## src/design/ludsc_pkg.sv

```systemverilog
// Package with register map and constants for the line unit drive and scan port
package ludsc_pkg;
    localparam int          ADDR_W          = 4;
    localparam int          DATA_W          = 8;
    localparam logic [3:0]  DRIVE_OFS       = 4'h0;
    localparam logic [3:0]  SCAN_OFS        = 4'h1;
    localparam logic [3:0]  IRQ_STAT_OFS    = 4'h2;
    localparam logic [3:0]  IRQ_MASK_OFS    = 4'h3;
    localparam int          EQ_BYP_BIT      = 0;
    localparam int          ALL_ONES_BIT    = 1;
    localparam int          CODER_DIS_BIT   = 2;
    localparam int          BUILD_DIS_BIT   = 3;
    localparam int          LOCAL_LOOP_SELECT_BIT       = 4;
    localparam int          REMOTE_LOOP_SELECT_BIT       = 5;
    localparam int          DMO_BIT         = 0;
    localparam int          LOL_BIT         = 1;
    localparam int          LOS_BIT         = 2;
    localparam logic [5:0]  DRIVE_RST       = 6'h00;
    localparam logic [2:0]  SCAN_RST        = 3'h0;
    localparam logic [2:0]  MASK_RST        = 3'h0;
endpackage

```

## src/design/ludsc_port.sv

```systemverilog
// Line unit drive and scan port with register access and change interrupt
//
// Strobed register access and the address map were chosen for this implementation.
`timescale 1ns/1ps
module ludsc_port
    import ludsc_pkg::*;
(
    input  wire logic              clk,
    input  wire logic              resetn,
    input  wire logic [ADDR_W-1:0] addr,
    input  wire logic [DATA_W-1:0] wdata,
    input  wire logic              wr_stb,
    input  wire logic              rd_stb,
    output logic      [DATA_W-1:0] rdata,
    output logic                   irq,
    output logic                   equalizer_bypass,
    output logic                   send_all_ones,
    output logic                   line_coder_disable,
    output logic                   build_out_disable,
    output logic                   remote_loop_select,
    output logic                   local_loop_select,
    input  wire logic              drive_monitor_alarm,
    input  wire logic              recovery_lock_lost,
    input  wire logic              signal_loss
);
    // Registered state
    logic [5:0]        drive_ff;
    logic [2:0]        sync1_ff;
    logic [2:0]        scan_ff;
    logic [2:0]        scan_d_ff;
    logic [2:0]        stat_ff;
    logic [2:0]        mask_ff;
    logic [DATA_W-1:0] rdata_ff;
    logic              irq_ff;

    // Next values
    logic [5:0]        nxt_drive;
    logic [2:0]        nxt_mask;
    logic [2:0]        nxt_stat;
    logic [DATA_W-1:0] nxt_rdata;
    logic              nxt_irq;

    // Decode and helper nets
    logic [2:0]        pins_in;
    logic [2:0]        chg_evt;
    logic [2:0]        stat_kept;
    logic              sel_drive;
    logic              sel_scan;
    logic              sel_stat;
    logic              sel_mask;
    logic              wr_drive;
    logic              wr_mask;
    logic              stat_clr;

    // Address match, shared by every register select
    function automatic logic addr_hit(input logic [ADDR_W-1:0] a, input logic [ADDR_W-1:0] ofs);
        addr_hit = (a == ofs);
    endfunction

    assign sel_drive = addr_hit(addr, DRIVE_OFS);
    assign sel_scan  = addr_hit(addr, SCAN_OFS);
    assign sel_stat  = addr_hit(addr, IRQ_STAT_OFS);
    assign sel_mask  = addr_hit(addr, IRQ_MASK_OFS);

    // Writes to scan and status fall through and are ignored
    assign wr_drive  = wr_stb && sel_drive;
    assign wr_mask   = wr_stb && sel_mask;
    assign stat_clr  = rd_stb && sel_stat;

    assign pins_in   = {signal_loss, recovery_lock_lost, drive_monitor_alarm};

    // Any edge of a synchronised scan bit is an event
    assign chg_evt   = scan_ff ^ scan_d_ff;

    assign nxt_drive = wr_drive ? wdata[5:0] : drive_ff;
    assign nxt_mask  = wr_mask ? wdata[2:0] : mask_ff;

    // Set wins over the read clear, so no edge is lost
    assign stat_kept = stat_clr ? 3'h0 : stat_ff;
    assign nxt_stat  = stat_kept | chg_evt;

    // New mask takes effect on the same edge as the status
    assign nxt_irq   = |(nxt_stat & nxt_mask);

    // Read data stand for one cycle only, zero otherwise
    assign nxt_rdata = !rd_stb   ? 8'h00 :
                       sel_drive ? {2'h0, drive_ff} :
                       sel_scan  ? {5'h00, scan_ff} :
                       sel_stat  ? {5'h00, stat_ff} :
                       sel_mask  ? {5'h00, mask_ff} : 8'h00;

    // Drive register
    always_ff @(posedge clk)
    begin
        if (!resetn)
            drive_ff <= DRIVE_RST;
        else
            drive_ff <= nxt_drive;
    end

    // Two-stage synchroniser for the line unit alarm pins
    always_ff @(posedge clk)
    begin
        if (!resetn)
        begin
            sync1_ff <= SCAN_RST;
            scan_ff  <= SCAN_RST;
        end
        else
        begin
            sync1_ff <= pins_in;
            scan_ff  <= sync1_ff;
        end
    end

    // Delayed copy of the scan value for edge detection
    always_ff @(posedge clk)
    begin
        if (!resetn)
            scan_d_ff <= SCAN_RST;
        else
            scan_d_ff <= scan_ff;
    end

    // Sticky event status
    always_ff @(posedge clk)
    begin
        if (!resetn)
            stat_ff <= 3'h0;
        else
            stat_ff <= nxt_stat;
    end

    // Interrupt mask
    always_ff @(posedge clk)
    begin
        if (!resetn)
            mask_ff <= MASK_RST;
        else
            mask_ff <= nxt_mask;
    end

    // Read data
    always_ff @(posedge clk)
    begin
        if (!resetn)
            rdata_ff <= 8'h00;
        else
            rdata_ff <= nxt_rdata;
    end

    // Level interrupt
    always_ff @(posedge clk)
    begin
        if (!resetn)
            irq_ff <= 1'b0;
        else
            irq_ff <= nxt_irq;
    end

    assign rdata              = rdata_ff;
    assign irq                = irq_ff;
    assign equalizer_bypass   = drive_ff[EQ_BYP_BIT];
    assign send_all_ones      = drive_ff[ALL_ONES_BIT];
    assign line_coder_disable = drive_ff[CODER_DIS_BIT];
    assign build_out_disable  = drive_ff[BUILD_DIS_BIT];
    assign remote_loop_select = drive_ff[REMOTE_LOOP_SELECT_BIT];
    assign local_loop_select  = drive_ff[LOCAL_LOOP_SELECT_BIT];

    a_drive_write: assert property (@(posedge clk) disable iff (!resetn)
        wr_stb && sel_drive |=> {remote_loop_select, local_loop_select, build_out_disable,
        line_coder_disable, send_all_ones, equalizer_bypass} == $past(wdata[5:0]))
        else $error("drive pins do not follow write");
    a_drive_hold: assert property (@(posedge clk) disable iff (!resetn)
        !(wr_stb && sel_drive) |=> $stable(equalizer_bypass) && $stable(send_all_ones))
        else $error("drive pins changed without write");
    a_loop_pair: assert property (@(posedge clk) disable iff (!resetn)
        !(wr_stb && sel_drive) |=> $stable({remote_loop_select, local_loop_select}))
        else $error("loop pair changed without write");
    a_coder_build: assert property (@(posedge clk) disable iff (!resetn)
        wr_stb && sel_drive |=> line_coder_disable == $past(wdata[2]) && build_out_disable == $past(wdata[3]))
        else $error("coder or build out bit wrong");
    a_scan_read: assert property (@(posedge clk) disable iff (!resetn)
        rd_stb && sel_scan |=> rdata[2:0] == $past(scan_ff) && rdata[7:3] == 5'h00)
        else $error("scan read data wrong");
    a_scan_sync: assert property (@(posedge clk) disable iff (!resetn)
        ##2 scan_ff == $past(pins_in, 2))
        else $error("scan not two stages behind pins");
    a_scan_noside: assert property (@(posedge clk) disable iff (!resetn)
        rd_stb && sel_scan |=> $stable(drive_ff) && $stable(mask_ff))
        else $error("scan read changed state");
    a_idle_rdata: assert property (@(posedge clk) disable iff (!resetn)
        !rd_stb |=> rdata == 8'h00)
        else $error("read data without read");
    a_reset_drive: assert property (@(posedge clk)
        !resetn |=> drive_ff == 6'h00)
        else $error("drive not cleared by reset");
    c_drive_write: cover property (@(posedge clk) disable iff (!resetn) wr_stb && sel_drive);
    c_scan_read: cover property (@(posedge clk) disable iff (!resetn) rd_stb && sel_scan);
    a_mask_write: assert property (@(posedge clk) disable iff (!resetn)
        wr_stb && sel_mask |=> mask_ff == $past(wdata[2:0]))
        else $error("mask does not follow write");
    a_mask_read: assert property (@(posedge clk) disable iff (!resetn)
        rd_stb && sel_mask |=> rdata == {5'h00, $past(mask_ff)})
        else $error("mask read data wrong");
    a_drive_read: assert property (@(posedge clk) disable iff (!resetn)
        rd_stb && sel_drive |=> rdata == {2'h0, $past(drive_ff)})
        else $error("drive read data wrong");
    a_stat_read: assert property (@(posedge clk) disable iff (!resetn)
        rd_stb && sel_stat |=> rdata == {5'h00, $past(stat_ff)})
        else $error("status read data wrong");
    a_stat_set: assert property (@(posedge clk) disable iff (!resetn)
        chg_evt != 3'h0 |=> (stat_ff & $past(chg_evt)) == $past(chg_evt))
        else $error("scan change did not set status");
    a_stat_sticky: assert property (@(posedge clk) disable iff (!resetn)
        !(rd_stb && sel_stat) |=> (stat_ff & $past(stat_ff)) == $past(stat_ff))
        else $error("status bit lost without read");
    a_stat_clear: assert property (@(posedge clk) disable iff (!resetn)
        rd_stb && sel_stat && chg_evt == 3'h0 |=> stat_ff == 3'h0)
        else $error("status not cleared by read");
    a_irq_level: assert property (@(posedge clk) disable iff (!resetn)
        irq == |(stat_ff & mask_ff))
        else $error("interrupt level does not match status and mask");
    a_scan_wr_ign: assert property (@(posedge clk) disable iff (!resetn)
        wr_stb && sel_scan |=> $stable(drive_ff) && $stable(mask_ff))
        else $error("write to scan changed state");
    c_irq_rise: cover property (@(posedge clk) disable iff (!resetn) $rose(irq));
    c_stat_clear: cover property (@(posedge clk) disable iff (!resetn) rd_stb && sel_stat && stat_ff != 3'h0);
    c_loop_digital: cover property (@(posedge clk) disable iff (!resetn) remote_loop_select && local_loop_select);
endmodule

```

## config.mk

```make
export PLATFORM = sky130hd
export DESIGN_NAME = ludsc_port
export DESIGN_NICKNAME = d
export VERILOG_FILES = /design/src/design/ludsc_pkg.sv /design/src/design/ludsc_port.sv
export SDC_FILE = /design/constraint.sdc
export NUM_CORES = 1
export LEC_CHECK = 0
export BUFFER_PORTS_ARGS = -buffer_cell sky130_fd_sc_hd__buf_2
export CORE_MARGIN = 3
export CORE_UTILIZATION = 30
export DETAILED_ROUTE_END_ITERATION = 8
export GPL_TIMING_DRIVEN = 0
export SETUP_SLACK_MARGIN = 0.3
export SLEW_MARGIN = 30
export SYNTH_ARGS = -nofsm -noshare
export SYNTH_HDL_FRONTEND = slang
export SYNTH_SLANG_ARGS = --single-unit
```

## constraint.sdc

```tcl
create_clock -name clk -period 4.4 [get_ports clk]
set_clock_uncertainty 0.05 [all_clocks]
set_input_delay 0.88 -clock clk [delete_from_list [all_inputs] [get_ports clk]]
set_output_delay 0.88 -clock clk [all_outputs]
set_load 0.02 [all_outputs]
```

[After elaboration in Yosys (flattened, before gate mapping)]
Cells that the tools add are included.
Word-level totals
  bits in registers: 30
  latch bits: 0
  bits in writable memories: 0
  memory bits (read-only): 0
  output and inout bits: 15
  word-level logic and storage cells: 30
  memories: 0
Operators by class
  add/sub/neg operators: 0
  multipliers: 0
  divide/modulo/power cells: 0
  order comparisons: 0
  equality and inequality tests: 3
  shift-type cells: 0
  muxes and demuxes: 6
  bitwise gates (word level): 5
  reduce and logical (&&, ||, !) cells: 7
Operator list (number)
  $mux 3: 5
  $eq 4x2->1 const B: 2
  $mux 6: 1
  $reduce_or 5->1: 1
  $eq 4x1->1 const B: 1
  $logic_not 4->1: 1
  $and 3x3->3: 1
  $logic_and 1x1->1: 3
  $or 3x3->3: 1
  $reduce_or 3->1: 1
  $xor 3x3->3: 1
  $not 1->1: 2
  $reduce_and 2->1: 1

[Logic depth before layout (Yosys ltp)]
  depth in word-level cells: 6
  depth in mapped cells: 5
  depth with buffers taken out: 4

[Least setup slack after synthesis]
OpenSTA, ideal clock, no wires.
  kind: input -> register
  start point: input addr[3]
  end point: register irq_ff (netlist: irq)
  data arrival time: 1.974 ns
  setup slack: 2.239 ns
  stages: 5
  buffers on the path: 1
  cells stage by stage: or3b_1 -> clkbuf_1 -> or3_1 -> a21oi_1 -> o221ai_1
On the way
  cells in the longest elaborated chain, start to end: 6
  elaborated cells between the ends (all ways): 9
  those cells by class: eq/ne: 2; mux: 2; bitwise: 2; reduce/logical: 3
Ends and longest elaborated chain
  start, declared: RTL line ludsc_port.sv:10  | input wire logic [ADDR_W-1:0] addr,
  $eq 4x2->1: RTL line ludsc_port.sv:57  | addr_hit = (a == ofs);
  $logic_and 1x1->1: RTL line ludsc_port.sv:68  | assign stat_clr = rd_stb && sel_stat;
  $mux 3: RTL line ludsc_port.sv:79  | assign stat_kept = stat_clr ? 3'h0 : stat_ff;
  $or 3x3->3: RTL line ludsc_port.sv:80  | assign nxt_stat = stat_kept | chg_evt;
  $and 3x3->3 *: RTL line ludsc_port.sv:83  | assign nxt_irq = |(nxt_stat & nxt_mask);
  $reduce_or 3->1 *: RTL line ludsc_port.sv:83
  end signal, assigned: RTL line ludsc_port.sv:158  | irq_ff <= nxt_irq;
  end, declared: RTL line ludsc_port.sv:34  | logic irq_ff;
Mark *: on every way between the ends. The rest lies on a longest branch, timed or not.
A chain may end at the register's enable or synchronous reset.

[Worst setup path in the final report]
Ends and elaborated chain as after synthesis.

==> reports/qor.yml <==
status: "completed"
maxCapViolations: 0
wl_per_cell_um: 11.3
synthesis.area_um2: 1090
worst-path-max-fanout: 6
synth_mux_area_frac: 0.119
cts-root-buf: "clkbuf_4"
whs_path_depth: 1
grt_util_all_layers: 0.106
setup_viol: 0
rsz0062_at_grt: "no"
r2r_slack_ns: 3.34
tns_ns: 0
gr-total-overflow: 0
worstPathCellList: "buf_2 > or3b_1 > clkbuf_1 > or3_1 > a21oi_1 > o221ai_1"
postRouteAntennaNets: 0
synth_top_family_by_area: "simple AND/OR/NAND/NOR gates"
route.vias.total: 796
synth_compound_area_frac: 0.0997
grt_max_degree: 15
synthAdderAreaFrac: 0
fp.dieH_um: 66.3
hp-start: "sync1_ff[0]$_SDFF_PN0_"
drive_above_1_share: 0.287
firstDrtPassIters: 4
total_power_mw: 0.404
cp-start-kind: "input pin"
cts_max_level: 1
cts_max_path_buffers: 2
cp_slowest_cell: "or3b_1"
synthXorXnorAreaFrac: 0.0241
synthSimpleGateAreaFrac: 0.192
postCtsHoldBufs: 0
drt-total-wl_um: 2060
nets: 157
yosysUniqueCellTypes: 26
cts_buffers: 3
max_freq_mhz: 491
cts_tree: "built"
routed_via_density: 4.37
core-area_um2: 3420
synth_cells: 103
min_period_ns: 2.04
synth-seq-cells: 28
hold_class: "flip-flop to flip-flop"
cp_data_required_time_ns: 4.55
grt_pass1_vias: 787
rows: 21
p_per_area_nw_per_um2: 306
drt_iter0_drc: 27
r2r_cells: 3
antenna_cells: 0
portBuffers: 29
critPathMaxStageDelay_ns: 0.36
post_cts_buffers: 0
slew_headroom: 0.622
hold_viol_final: 0
path_clk_slew_ns: 0.13
start_util: 0.320
clk_latency_ns: 0.33
finalCritPeriodShare: 0.463
ios: 34
path_class: "input pin to flip-flop"
worstMarginPinSlew_ns: 0.568
hpwl_um: 1580
timing.rr.end: "irq$_SDFF_PN0_"
ys_seq_area_frac: 0.513
p_leak_nw: 0.638
die-area_um2: 4400
cts_resized: 0
area_delta_synth_final_pct: 21.0
cts_sinks: 28
worst-path-buf-inv: 2
hold_end: "scan_ff[0]$_SDFF_PN0_"
grt_antenna_before_repair: 0
grt_first_pass_wirelength_um: 3490
maxSlewViolCount: 0
peakVddDrop_mv: 0.220
critPathArrivalTime_ns: 2.19
drc_errors: 0
crit_path_end_kind: "flip-flop"
die_w_um: 66.3
syn_avg_cell_area_um2: 10.6
r2r_start: "scan_ff[1]$_SDFF_PN0_"
finalWeightedCongestion: 0.725
yosys_warnings: 0
path_delay_family: "simple AND/OR/NAND/NOR gates"
[worst reg2reg max path, delay by kind of cell, from the launching register on]
| kind | cells | cell delay [ns] |
|---|---|---|
| DFF | 1 | 0.36 |
| AOI/OAI and AO/OA | 2 | 0.36 |
| xor gates and xnor gates | 1 | 0.18 |
[cell type report]
class	instances	area [um^2]
well taps	46	57.6
plain buffers	7	41.3
multi-input cells	66	483
flip-flops and latches	28	561
repair buffers	29	145
clock buffers	3	22.5
fillers	362	2090
inverters	3	11.3
[worst max path at each step]
stage,cells past startpoint,slack [ns],endpoint,from
after detailed placement,6,2.02,irq$_SDFF_PN0_,addr[3]
after global placement,6,1.99,irq$_SDFF_PN0_,addr[3]
after CTS,6,2.36,irq$_SDFF_PN0_,addr[3]
final,6,2.36,irq$_SDFF_PN0_,addr[3]
after floorplan,5,2.24,irq$_SDFF_PN0_,addr[3]
after global routing,6,2.28,irq$_SDFF_PN0_,addr[3]
[sequential cells by signal (all words and copies together) (netlist names)]
register,cells
drive_ff,6
irq,1
mask_ff,3
rdata,6
scan_d_ff,3
scan_ff,3
stat_ff,3
sync1_ff,3
[routing by layer]
metal | global-route usage | vias up | share of wire
li1 | - | 409 | -
met1 | 0.113 | 361 | 0.42
met2 | 0.188 | 22 | 0.50
met3 | 0.0408 | 4 | 0.073
met4 | 0.0381 | 0 | 0.013
met5 | 0 | - | 0
[cell usage in the layout (no fill, tap or decap), types with 3 or more instances in the layout]
cell and instances:
o22a_2 3, dfxtp_1 28, and2_1 14, nor2_1 3
xor2_1 3, clkbuf_4 3, buf_2 29, clkbuf_1 4
nor2b_1 8, mux2i_1 13, inv_1 3
[Yosys cell counts]
master,n,share of area
nor3b_1,1,0.0069
a21boi_0,1,0.0069
and3_1,1,0.0057
a21oi_1,2,0.0092
buf_6,1,0.010
dfxtp_1,28,0.51
o21a_1,2,0.014
buf_4,2,0.014
inv_1,3,0.010
conb_1,1,0.0034
and2_1,14,0.080
or3_1,1,0.0057
nor3_1,1,0.0046
nor2b_1,8,0.046
mux2i_1,13,0.12
o221ai_1,2,0.016
a31oi_1,1,0.0057
nor2_1,3,0.010
nand2_1,2,0.0069
or3b_1,2,0.016
xor2_1,3,0.024
or3_4,1,0.010
o22a_2,3,0.027
clkbuf_1,4,0.014
o31a_1,2,0.016
o21ai_0,1,0.0046
[cell families after synthesis]
| logic type | count (synthesis) |
|---|---|
| buffers and inverters | 10 |
| flip-flops | 28 |
| AND/OR/NAND/NOR | 34 |
| multiplexers | 13 |
| XOR/XNOR | 3 |
| AO/OA/AOI/OAI | 14 |
| other | 1 |
[power breakdown]
group / internal [mW] / total, mW / switching (mW)
registers: 0.260 / 0.263 / 0.00323
logic: 0.0186 / 0.0378 / 0.0192
clock network: 0.0322 / 0.103 / 0.0705
total: 0.311 / 0.404 / 0.0929
[stage by stage]
step	setup slack [ns]	utilization	cells	hold slack, ns	area (um^2)
3_5_place_dp	2.02	0.380	179	0.370	1300
4_1_cts	2.36	0.387	182	0.403	1320
2_1_floorplan	2.24	-	104	0.362	1100
3_3_place_gp	1.99	0.380	179	0.364	1300
6_report	2.36	0.387	182	0.398	1320
5_1_grt	2.28	0.387	182	0.444	1320
No activity file was read; power rests on OpenSTA's default activity.
